## src/hdl/fic_consts.vh

```
`ifndef FIC_CONSTS_VH
`define FIC_CONSTS_VH

// opcodes
`define FIC_OP_RELEASE 8'hAB
`define FIC_OP_MFR_DEV 8'h90
`define FIC_OP_MFR_DUAL 8'h92
`define FIC_OP_MFR_QUAD 8'h94
`define FIC_OP_UNIQUE 8'h4B
`define FIC_OP_STD_ID 8'h9F
`define FIC_OP_PARAM 8'h5A
`define FIC_OP_SEC_ERASE 8'h44

// clocks before the first output falling edge
`define FIC_HDR_RELEASE 8'h20
`define FIC_HDR_MFR_DEV 8'h20
`define FIC_HDR_MFR_DUAL 8'h18
`define FIC_HDR_MFR_QUAD 8'h14
`define FIC_HDR_UNIQUE 8'h28
`define FIC_HDR_STD_ID 8'h08
`define FIC_HDR_PARAM 8'h28
`define FIC_HDR_ERASE 8'h20
`define FIC_OPC_LAST 8'h07
`define FIC_OPC_LEN 8'h08

// timing
`define FIC_CLK_NS 8
`define FIC_TRES1_NS 3000
`define FIC_RELEASE_ID_WAIT_TIME_NS 5000
`define FIC_TSE_US 1000

// register offsets
`define FIC_REG_CTRL 4'h0
`define FIC_REG_STATUS 4'h4
`define FIC_REG_ERASE_INFO 4'h8
`define FIC_REG_LAST_CMD 4'hC

// control bits
`define FIC_CTRL_SET_WEL 0
`define FIC_CTRL_CLR_WEL 1
`define FIC_CTRL_PDOWN 2
`define FIC_CTRL_LOCK_LO 4

// reset values
`define FIC_RST_BYTE 8'h00
`define FIC_RST_LOCK 3'h0

// responses
`define FIC_RESP_OKAY 2'h0
`define FIC_RESP_SLVERR 2'h2

`endif

```

## src/hdl/fic_flash_id_secreg.v

```verilog
`timescale 1ns/1ps
`include "fic_consts.vh"

module fic_flash_id_secreg #(
  parameter [7:0] MFR_ID = 8'h5C,          // arbitrary value
  parameter [7:0] DEV_ID = 8'h21,          // arbitrary value
  parameter [7:0] MEM_TYPE = 8'h33,        // arbitrary value
  parameter [7:0] CAPACITY = 8'h44,        // arbitrary value
  parameter [63:0] UNIQUE_ID = 64'h0123456789ABCDEF, // arbitrary value
  parameter [7:0] PARAM_FILL = 8'hFF,
  parameter [23:0] TSE_CYCLES =
    ((`FIC_TSE_US * 1000) + `FIC_CLK_NS - 1) / `FIC_CLK_NS
) (
  input wire clk_sys,
  input wire rstn,
  input wire spi_cs_n,
  input wire spi_sclk,
  input wire [3:0] io_in,
  output reg [3:0] io_out,
  output reg [3:0] io_oe,
  input wire [31:0] s_axi_awaddr,
  input wire s_axi_awvalid,
  output reg s_axi_awready,
  input wire [31:0] s_axi_wdata,
  input wire [3:0] s_axi_wstrb,
  input wire s_axi_wvalid,
  output reg s_axi_wready,
  output reg [1:0] s_axi_bresp,
  output reg s_axi_bvalid,
  input wire s_axi_bready,
  input wire [31:0] s_axi_araddr,
  input wire s_axi_arvalid,
  output reg s_axi_arready,
  output reg [31:0] s_axi_rdata,
  output reg [1:0] s_axi_rresp,
  output reg s_axi_rvalid,
  input wire s_axi_rready
);

  localparam [15:0] TRES1_CYCLES =
    (`FIC_TRES1_NS + `FIC_CLK_NS - 1) / `FIC_CLK_NS;
  localparam [15:0] RELEASE_ID_WAIT_TIME_CYCLES =
    (`FIC_RELEASE_ID_WAIT_TIME_NS + `FIC_CLK_NS - 1) / `FIC_CLK_NS;

  // clocks before output begins for each opcode
  function [7:0] hdr_len;
    input [7:0] op;
    begin
      case (op)
        `FIC_OP_RELEASE: hdr_len = `FIC_HDR_RELEASE;
        `FIC_OP_MFR_DEV: hdr_len = `FIC_HDR_MFR_DEV;
        `FIC_OP_MFR_DUAL: hdr_len = `FIC_HDR_MFR_DUAL;
        `FIC_OP_MFR_QUAD: hdr_len = `FIC_HDR_MFR_QUAD;
        `FIC_OP_UNIQUE: hdr_len = `FIC_HDR_UNIQUE;
        `FIC_OP_STD_ID: hdr_len = `FIC_HDR_STD_ID;
        `FIC_OP_PARAM: hdr_len = `FIC_HDR_PARAM;
        default: hdr_len = 8'hFF;
      endcase
    end
  endfunction

  // lanes per clock, used for output only; input is always taken from lane 0
  function [2:0] lane_w;
    input [7:0] op;
    begin
      case (op)
        `FIC_OP_MFR_DUAL: lane_w = 3'h2;
        `FIC_OP_MFR_QUAD: lane_w = 3'h4;
        default: lane_w = 3'h1;
      endcase
    end
  endfunction

  // table contents not held here; reads as fill value
  function [7:0] param_byte;
    input [7:0] addr;
    begin
      param_byte = (addr == 8'h00) ? PARAM_FILL : PARAM_FILL;
    end
  endfunction

  function [7:0] src_byte;
    input [7:0] op;
    input [7:0] idx;
    input [7:0] base;
    reg [63:0] sh;
    begin
      sh = UNIQUE_ID << {idx[2:0], 3'h0};
      case (op)
        `FIC_OP_RELEASE: src_byte = DEV_ID;
        `FIC_OP_MFR_DEV, `FIC_OP_MFR_DUAL, `FIC_OP_MFR_QUAD:
          src_byte = idx[0] ? DEV_ID : MFR_ID;
        `FIC_OP_UNIQUE: src_byte = sh[63:56];
        `FIC_OP_STD_ID:
          src_byte = (idx % 8'h03 == 8'h00) ? MFR_ID :
                     (idx % 8'h03 == 8'h01) ? MEM_TYPE : CAPACITY;
        `FIC_OP_PARAM: src_byte = param_byte(base + idx);
        default: src_byte = 8'hFF;
      endcase
    end
  endfunction

  // place the next bits of a byte on the lanes
  function [3:0] lanes;
    input [7:0] b;
    input [2:0] bp;
    input [2:0] w;
    reg [7:0] sh;
    begin
      sh = b << bp;
      case (w)
        3'h2: lanes = {2'h0, sh[7:6]};
        3'h4: lanes = sh[7:4];
        default: lanes = {2'h0, sh[7], 1'b0};
      endcase
    end
  endfunction

  function [3:0] lane_en;
    input [2:0] w;
    begin
      case (w)
        3'h2: lane_en = 4'h3;
        3'h4: lane_en = 4'hF;
        default: lane_en = 4'h2;
      endcase
    end
  endfunction

  // pin synchronisers; only stage 2 and later are read
  reg cs_s1_reg, cs_s2_reg, cs_s3_reg;
  reg sclk_s1_reg, sclk_s2_reg, sclk_s3_reg;
  reg [3:0] io_s1_reg, io_s2_reg;

  always @(posedge clk_sys or negedge rstn)
  begin
    if (!rstn)
    begin
      cs_s1_reg <= 1'b1;
      cs_s2_reg <= 1'b1;
      cs_s3_reg <= 1'b1;
      sclk_s1_reg <= 1'b0;
      sclk_s2_reg <= 1'b0;
      sclk_s3_reg <= 1'b0;
      io_s1_reg <= 4'h0;
      io_s2_reg <= 4'h0;
    end
    else
    begin
      cs_s1_reg <= spi_cs_n;
      cs_s2_reg <= cs_s1_reg;
      cs_s3_reg <= cs_s2_reg;
      sclk_s1_reg <= spi_sclk;
      sclk_s2_reg <= sclk_s1_reg;
      sclk_s3_reg <= sclk_s2_reg;
      io_s1_reg <= io_in;
      io_s2_reg <= io_s1_reg;
    end
  end

  wire sclk_rise = sclk_s2_reg & ~sclk_s3_reg & ~cs_s2_reg;
  wire sclk_fall = ~sclk_s2_reg & sclk_s3_reg & ~cs_s2_reg;
  wire cs_rise = cs_s2_reg & ~cs_s3_reg;

  reg [7:0] clk_cnt_reg, op_sr_reg, cmd_reg, last_cmd_reg;
  reg cmd_ok_reg;
  reg [23:0] addr_reg;
  reg [2:0] bitpos_reg;
  reg [7:0] out_idx_reg;
  reg pdown_reg, wel_reg, busy_reg;
  reg [2:0] secreg_lock_bits;
  reg [15:0] rec_cnt_reg;
  reg [23:0] er_cnt_reg;
  reg [1:0] last_sel_reg;
  reg [7:0] er_count_reg;

  wire [7:0] opcode = {op_sr_reg[6:0], io_s2_reg[0]};
  wire recovering = (rec_cnt_reg != 16'h0000);
  wire [2:0] cur_w = lane_w(cmd_reg);
  wire [3:0] bp_sum = {1'b0, bitpos_reg} + {1'b0, cur_w};
  wire [7:0] cur_byte = src_byte(cmd_reg, out_idx_reg, addr_reg[7:0]);
  wire [3:0] sel = addr_reg[15:12];
  wire sel_ok = (sel == 4'h1) || (sel == 4'h2) || (sel == 4'h3);
  wire [1:0] sel_idx = sel[1:0] - 2'h1;
  wire erase_go = cs_rise && cmd_ok_reg &&
                  (cmd_reg == `FIC_OP_SEC_ERASE) &&
                  (clk_cnt_reg == `FIC_HDR_ERASE) &&
                  wel_reg &&
                  (addr_reg[23:16] == 8'h00) &&
                  (addr_reg[11:8] == 4'h0) && sel_ok &&
                  !secreg_lock_bits[sel_idx];
  wire erase_done = busy_reg && (er_cnt_reg == 24'h000001);

  // axi decode of control writes
  reg [3:0] aw_addr_reg;
  reg [31:0] w_data_reg;
  reg [3:0] w_strb_reg;
  reg aw_have_reg, w_have_reg;
  wire wr_fire = aw_have_reg & w_have_reg & ~s_axi_bvalid;
  wire ctrl_wr = wr_fire && (aw_addr_reg == `FIC_REG_CTRL) && w_strb_reg[0];
  wire set_wel = ctrl_wr && w_data_reg[`FIC_CTRL_SET_WEL];
  wire clr_wel = ctrl_wr && w_data_reg[`FIC_CTRL_CLR_WEL];
  wire go_pdown = ctrl_wr && w_data_reg[`FIC_CTRL_PDOWN];
  wire [2:0] lock_set = ctrl_wr ?
    w_data_reg[`FIC_CTRL_LOCK_LO +: 3] : 3'h0;

  // serial engine
  always @(posedge clk_sys or negedge rstn)
  begin
    if (!rstn)
    begin
      clk_cnt_reg <= `FIC_RST_BYTE;
      op_sr_reg <= `FIC_RST_BYTE;
      cmd_reg <= `FIC_RST_BYTE;
      last_cmd_reg <= `FIC_RST_BYTE;
      cmd_ok_reg <= 1'b0;
      addr_reg <= 24'h000000;
      bitpos_reg <= 3'h0;
      out_idx_reg <= `FIC_RST_BYTE;
      io_out <= 4'h0;
      io_oe <= 4'h0;
    end
    else if (cs_s2_reg)
    begin
      clk_cnt_reg <= `FIC_RST_BYTE;
      cmd_ok_reg <= 1'b0;
      bitpos_reg <= 3'h0;
      out_idx_reg <= `FIC_RST_BYTE;
      io_oe <= 4'h0;
    end
    else
    begin
      if (sclk_rise)
      begin
        if (clk_cnt_reg != 8'hFF)
          clk_cnt_reg <= clk_cnt_reg + 8'h01;
        if (clk_cnt_reg < `FIC_OPC_LAST)
          op_sr_reg <= opcode;
        else if (clk_cnt_reg == `FIC_OPC_LAST)
        begin
          cmd_reg <= opcode;
          last_cmd_reg <= opcode;
          // busy or waking: nothing answers
          cmd_ok_reg <= !busy_reg && !recovering &&
            (!pdown_reg || opcode == `FIC_OP_RELEASE);
        end
        else if (clk_cnt_reg < `FIC_HDR_ERASE)
          addr_reg <= {addr_reg[22:0], io_s2_reg[0]};
      end
      if (sclk_fall && cmd_ok_reg &&
          clk_cnt_reg >= hdr_len(cmd_reg))
      begin
        io_out <= lanes(cur_byte, bitpos_reg, cur_w);
        io_oe <= lane_en(cur_w);
        if (bp_sum[3])
        begin
          bitpos_reg <= 3'h0;
          out_idx_reg <= out_idx_reg + 8'h01;
        end
        else
          bitpos_reg <= bp_sum[2:0];
      end
    end
  end

  // device state: power-down, latch, busy, locks
  always @(posedge clk_sys or negedge rstn)
  begin
    if (!rstn)
    begin
      pdown_reg <= 1'b0;
      wel_reg <= 1'b0;
      busy_reg <= 1'b0;
      secreg_lock_bits <= `FIC_RST_LOCK;
      rec_cnt_reg <= 16'h0000;
      er_cnt_reg <= 24'h000000;
      last_sel_reg <= 2'h0;
      er_count_reg <= `FIC_RST_BYTE;
    end
    else
    begin
      secreg_lock_bits <= secreg_lock_bits | lock_set;
      if (go_pdown && !busy_reg)
        pdown_reg <= 1'b1;
      else if (rec_cnt_reg == 16'h0001)
        pdown_reg <= 1'b0;
      if (cs_rise && cmd_ok_reg && pdown_reg &&
          cmd_reg == `FIC_OP_RELEASE && clk_cnt_reg >= `FIC_OPC_LEN)
        rec_cnt_reg <= (clk_cnt_reg == `FIC_OPC_LEN) ?
          TRES1_CYCLES : RELEASE_ID_WAIT_TIME_CYCLES;
      else if (recovering)
        rec_cnt_reg <= rec_cnt_reg - 16'h0001;
      // a set in the cycle the erase ends wins over the clear
      if (set_wel)
        wel_reg <= 1'b1;
      else if (clr_wel || erase_done)
        wel_reg <= 1'b0;
      if (erase_go)
      begin
        busy_reg <= 1'b1;
        er_cnt_reg <= TSE_CYCLES;
        last_sel_reg <= sel[1:0];
      end
      else if (busy_reg)
      begin
        er_cnt_reg <= er_cnt_reg - 24'h000001;
        if (erase_done)
        begin
          busy_reg <= 1'b0;
          er_count_reg <= er_count_reg + 8'h01;
        end
      end
    end
  end

  // axi4-lite slave, one write and one read at a time
  always @(posedge clk_sys or negedge rstn)
  begin
    if (!rstn)
    begin
      s_axi_awready <= 1'b1;
      s_axi_wready <= 1'b1;
      s_axi_bvalid <= 1'b0;
      s_axi_bresp <= `FIC_RESP_OKAY;
      aw_have_reg <= 1'b0;
      w_have_reg <= 1'b0;
      aw_addr_reg <= 4'h0;
      w_data_reg <= 32'h00000000;
      w_strb_reg <= 4'h0;
    end
    else
    begin
      if (s_axi_awvalid && s_axi_awready)
      begin
        aw_addr_reg <= s_axi_awaddr[3:0];
        aw_have_reg <= 1'b1;
        s_axi_awready <= 1'b0;
      end
      if (s_axi_wvalid && s_axi_wready)
      begin
        w_data_reg <= s_axi_wdata;
        w_strb_reg <= s_axi_wstrb;
        w_have_reg <= 1'b1;
        s_axi_wready <= 1'b0;
      end
      if (wr_fire)
      begin
        s_axi_bvalid <= 1'b1;
        s_axi_bresp <= (aw_addr_reg == `FIC_REG_CTRL) ?
          `FIC_RESP_OKAY : `FIC_RESP_SLVERR;
        aw_have_reg <= 1'b0;
        w_have_reg <= 1'b0;
      end
      if (s_axi_bvalid && s_axi_bready)
      begin
        s_axi_bvalid <= 1'b0;
        s_axi_awready <= 1'b1;
        s_axi_wready <= 1'b1;
      end
    end
  end

  // upper address bits are not decoded; registers alias every 16 bytes
  always @(posedge clk_sys or negedge rstn)
  begin
    if (!rstn)
    begin
      s_axi_arready <= 1'b1;
      s_axi_rvalid <= 1'b0;
      s_axi_rdata <= 32'h00000000;
      s_axi_rresp <= `FIC_RESP_OKAY;
    end
    else if (s_axi_arvalid && s_axi_arready)
    begin
      s_axi_arready <= 1'b0;
      s_axi_rvalid <= 1'b1;
      s_axi_rresp <= `FIC_RESP_OKAY;
      case (s_axi_araddr[3:0])
        `FIC_REG_CTRL: s_axi_rdata <= 32'h00000000;
        `FIC_REG_STATUS: s_axi_rdata <= {24'h000000, ~cs_s2_reg,
          secreg_lock_bits, recovering, pdown_reg, wel_reg,
          busy_reg};
        `FIC_REG_ERASE_INFO: s_axi_rdata <= {16'h0000, er_count_reg,
          6'h00, last_sel_reg};
        `FIC_REG_LAST_CMD: s_axi_rdata <= {24'h000000, last_cmd_reg};
        default:
        begin
          s_axi_rdata <= 32'h00000000;
          s_axi_rresp <= `FIC_RESP_SLVERR;
        end
      endcase
    end
    else if (s_axi_rvalid && s_axi_rready)
    begin
      s_axi_rvalid <= 1'b0;
      s_axi_arready <= 1'b1;
    end
  end

endmodule // fic_flash_id_secreg

```

## config.mk

```make
export PLATFORM = sky130hd
export DESIGN_NAME = fic_flash_id_secreg
export DESIGN_NICKNAME = d
export VERILOG_FILES = /design/src/hdl/fic_flash_id_secreg.v
export VERILOG_INCLUDE_DIRS = /design/src /design/src/hdl
export SDC_FILE = /design/constraint.sdc
export NUM_CORES = 1
export LEC_CHECK = 0
export BUFFER_PORTS_ARGS = -buffer_cell sky130_fd_sc_hd__buf_4
export CAP_MARGIN = 40
export CORE_UTILIZATION = 40
export CTS_CLUSTER_DIAMETER = 100
export DETAILED_ROUTE_END_ITERATION = 8
export PLACE_DENSITY = 0.64
export SYNTH_ARGS = -nofsm -noshare
export SYNTH_HDL_FRONTEND = slang
export SYNTH_SLANG_ARGS = --single-unit
```

## constraint.sdc

```tcl
create_clock -name clk_sys -period 6.9 [get_ports clk_sys]
set_input_delay 0.69 -clock clk_sys [delete_from_list [all_inputs] [get_ports clk_sys]]
set_output_delay 0.69 -clock clk_sys [all_outputs]
set_load 0.005 [all_outputs]
```

# Word-level counts from Yosys, hierarchy flattened
# Cells that the tools add are included.
# op_classes
n_reduce_logical,68
n_mux,56
n_eq_ne,25
magnitude_cmp,5
n_div,1
shifts,2
bitwise,16
add_sub_neg,7
# op_table
op,n
$shl 57x6->64 const A,1
$mux 8,7
$eq 8x8->1 const B,6
$mux 24,2
$pmux 16 s3,1
$pmux 8 s5,1
$mux 16,2
$pmux 8 s4,1
$reduce_bool 2->1,15
$logic_and 1x1->1,27
$mux 1,26
$add 8x1->8 const B,3
$eq 24x1->1 const B,1
$eq 8x7->1 const B,3
$sub 24x1->24 const B,1
$mux 7,3
$eq 16x1->1 const B,1
$logic_not 8->1,2
$pmux 4 s2,2
$reduce_bool 16->1,1
$sub 16x1->16 const B,1
$logic_not 4->1,3
$mux 3,4
$mux 10,1
37 further kinds,65
# totals
output_inout_bits,49
in_bits,113
register_bits,186

# Longest topological paths before layout
# depth
depth_word,12
ltp_mapped,22
ltp_nobuf,19

# Worst setup path before layout
# OpenSTA, ideal clock, no wires.
# synth_timing
kind,reg2reg
startpoint,"register, netlist name last_cmd_reg[6]"
endpoint,register out_idx_reg[3]
n_path_buf,1
t_arrival_ns,4.076
path_slack_ns,2.694
stages_incl_launch_ff,20
path_cell_list,dfrtp_1 > nor2b_1 > nand3b_1 > or4_1 > ha_1 > o21ai_0 > a311oi_1 > ha_1 > nand2b_1 > a21o_1 > a21o_1 > a21o_1 > a21o_1 > a21o_1 > a211o_1 > a21oi_1 > clkbuf_1 > nor3_1 > xnor2_1 > nor2_1
# synth_lines
element,line_no,source
"end signal, assigned",fic_flash_id_secreg.v:219,out_idx_reg <= `FIC_RST_BYTE;
"end signal, assigned",fic_flash_id_secreg.v:228,out_idx_reg <= `FIC_RST_BYTE;
"end signal, assigned",fic_flash_id_secreg.v:258,out_idx_reg <= out_idx_reg + 8'h01;
"end, declared",fic_flash_id_secreg.v:169,reg [7:0] out_idx_reg;

==> flow_metrics.tcl <==
set metrics [dict create \
    first_iter_violations 365 \
    syn_area_um2 9050 \
    cts_root_buf "clkbuf_16" \
    dpl.hpwl_um 12500 \
    regArea_um2 4160 \
    final_common_cell "dfrtp_1" \
    period_share 0.659 \
    syn_area_per_cell_um2 10.3 \
    post_cts_buffers 0 \
    endpoint_kind "flop" \
    grt_pass1_vias 6272 \
    synth-edff-count 0 \
    htree_levels 4 \
    rr_startpoint "last_cmd_reg[7]" \
    initial_core_util 0.411 \
    final_util 0.461 \
    drive_gt1_frac 0.197 \
    first_pass_iters 7 \
    timing.slew.headroom 0.413 \
    numCtsBuffers 17 \
    cts_tree "built" \
    fp.dieW_um 152 \
    rsz0062_at_grt "false" \
    ir_worst_vdd_uv 162 \
    synthFlopType "dfrtp_1" \
    synthArstFlopShare 1.00 \
    cts_resized 0 \
    p_sw_frac 0.267 \
    rows 54 \
    most-common-layout-cells "dfrtp_1 (160), nor2_1 (80), nand2_1 (68)" \
    cap_violations 0 \
    drc 0 \
    p_seq_frac 0.490 \
    worst-path-max-fanout 13 \
    rrSetupSlack_ns 2.35 \
    path_clk_slew_ns 0.07 \
    clock_sinks 166 \
    holdBufCountCts 0 \
    vias_per_cell 5.30 \
    ys_ff_latch 166 \
    place_congestion 0.826 \
    power.density_nw_per_um2 231 \
    nFillCells 2077 \
    status "completed" \
    fmax_ghz 0.220 \
    hold_viol 0 \
    insertion_delay_ns 0.43 \
    ant_nets 0 \
    critPathLaunchType "flop" \
    vias 6470 \
    cts_buffer_depth 2 \
    arrival_ns 4.84 \
    wl_per_cell_um 14.5 \
    finalSetupTns_ns 0 \
    grtUsageTotal 0.162 \
    leakage_nw 4.81 \
    final_nets 1071 \
    die_y_um 152 \
    final_max_slew_viol_count 0 \
    grt_pass1_wl_um 30900 \
    ys_seq_area_frac 0.460 \
    syn_to_final_growth_pct 12.1 \
    gr-total-overflow 0 \
    yosysWarningCount 0 \
    core_area_um2 22000 \
    cp.required_ns 7.19 \
    antenna_found_initial 0 \
    io_pins 162 \
    netlist_instances 881 \
    hold_path_class "input port to asynchronous set/reset pin" \
    port_buffers 55 \
    p_comb_frac 0.109 \
    pwr-share-clk 0.400 \
    grt_max_degree 87 \
    r2r_end "out_idx_reg[5]" \
    p_switching_mw 0.627 \
    die_area_um2 23200 \
    worst-r2r-cell-count 19 \
    crit_type "flop to flop" \
    yosysUniqueCellTypes 86 \
    setup_viol 0 \
    finClkSkew_ns 0.0100 \
    finalCriticalPeriod_ns 4.55 \
    multi_input_area_um2 4440 \
    worstMarginPinSlew_ns 0.872 \
    wirelength_um 17800 \
    intPower_mw 1.72 \
    diodes 0 \
]
## metal layers
| layer | vias up | share of wire | global-route usage |
|---|---|---|---|
| met3 | 15 | 0.048 | 0.0444 |
| met1 | 3133 | 0.48 | 0.228 |
| met4 | 0 | 0.0087 | 0.0390 |
| met5 | - | 0 | 0 |
| li1 | 3205 | - | - |
| met2 | 117 | 0.46 | 0.248 |
## Yosys cell counts, types with 4 or more instances
library cell  count  area [µm²]
mux2_2           52         586
o21ai_1           4        20.0
clkbuf_8          4        55.1
a21oi_1          37         185
xnor2_1          29         254
and3_1            5        31.3
o21ai_0          39         195
clkbuf_1         19        71.3
o31ai_1           5        37.5
inv_1            32         120
nor4_1           14        87.6
nand2_1          68         255
buf_6             6        67.6
nand2b_1         13        81.3
ha_1             29         363
mux2i_1           9        90.1
nand3b_1          7        52.6
xor2_1           22         193
or3_1            22         138
nand4_1          13        81.3
o21a_1            4        30.0
nor2b_1           5        31.3
nor3b_1           6        45.0
a211oi_1          7        52.6
nor2_1           80         300
nand3_1          20         100
or4_1             8        60.1
a21o_1           14         105
dfstp_2           6         158
nor3_1           31         155
or2_2             4        25.0
dfrtp_1         160        4000
buf_4            19         143
a22o_1            9        78.8
## cell families (layout without fill, tap and decap cells)
family                     after synthesis  after routing  synth area share
DFF                                    166            166             0.460
and+or+nand+nor                        321            321             0.186
other                                    1             18          0.000414
adders and majority gates               30             30            0.0423
xor gates and xnor gates                51             51            0.0493
AOI/OAI and AO/OA                      167            167             0.130
muxes                                   61             61            0.0746
buffers and inverters                   84            127            0.0584
## worst max path at each step
stage / startpoint / endpoint / slack, ns / cells after the start
4_1_cts: out_idx_reg[4] / io_out[3] / 2.33 / 19
2_1_floorplan: last_cmd_reg[6] / out_idx_reg[3] / 2.69 / 19
3_5_place_dp: out_idx_reg[2] / io_out[3] / 2.38 / 18
5_1_grt: out_idx_reg[2] / io_out[3] / 1.85 / 19
6_report: last_cmd_reg[7] / out_idx_reg[5] / 2.35 / 19
3_3_place_gp: last_cmd_reg[7] / out_idx_reg[5] / 1.96 / 18
## power by group through the flow
stage / combinational [mW] / sequential, mW / clock (mW)
floorplan: 0.194 / 1.14 / 0
global placement: 0.250 / 1.17 / 0
detailed placement: 0.261 / 1.17 / 0
CTS: 0.262 / 1.15 / 0.965
global route: 0.290 / 1.16 / 0.997
finish: 0.257 / 1.15 / 0.940
## critical path, stage by stage (launching register included)
cell	delay [ns]
dfrtp_1	0.40
nor2b_1	0.26
nand3b_1	0.22
or4_1	0.62
ha_1	0.32
o21ai_0	0.14
a311oi_1	0.15
ha_1	0.32
nand2b_1	0.14
a21o_1	0.18
a21o_1	0.16
a21o_1	0.16
a21o_1	0.16
a21o_1	0.18
a211o_1	0.32
a21oi_1	0.16
buf_4	0.22
nor3_1	0.08
xnor2_1	0.16
nor2_1	0.06
## cell type report
class,instances,share of cell area
clock buffers,18,0.0433
clock inverters,14,0.0139
inverters,32,0.0118
multi-input cells,648,0.438
flip-flops and latches,166,0.410
well taps,280,0.0345
repair buffers,63,0.0487
## per-stage QoR
step                      instance area (µm²)  hold slack [ns]  cells  power, mW  setup WS (ns)
after floorplan                          9120            0.331    898       1.33           2.69
after global placement                   9530            0.333   1186       1.42           1.96
after detailed placement                 9570            0.335   1189       1.43           2.38
after CTS                               10100            0.345   1221       2.38           2.33
after global routing                    10100            0.347   1221       2.45           1.85
final                                   10100            0.316   1221       2.35           2.35
Power figures use the tool's default switching activity.
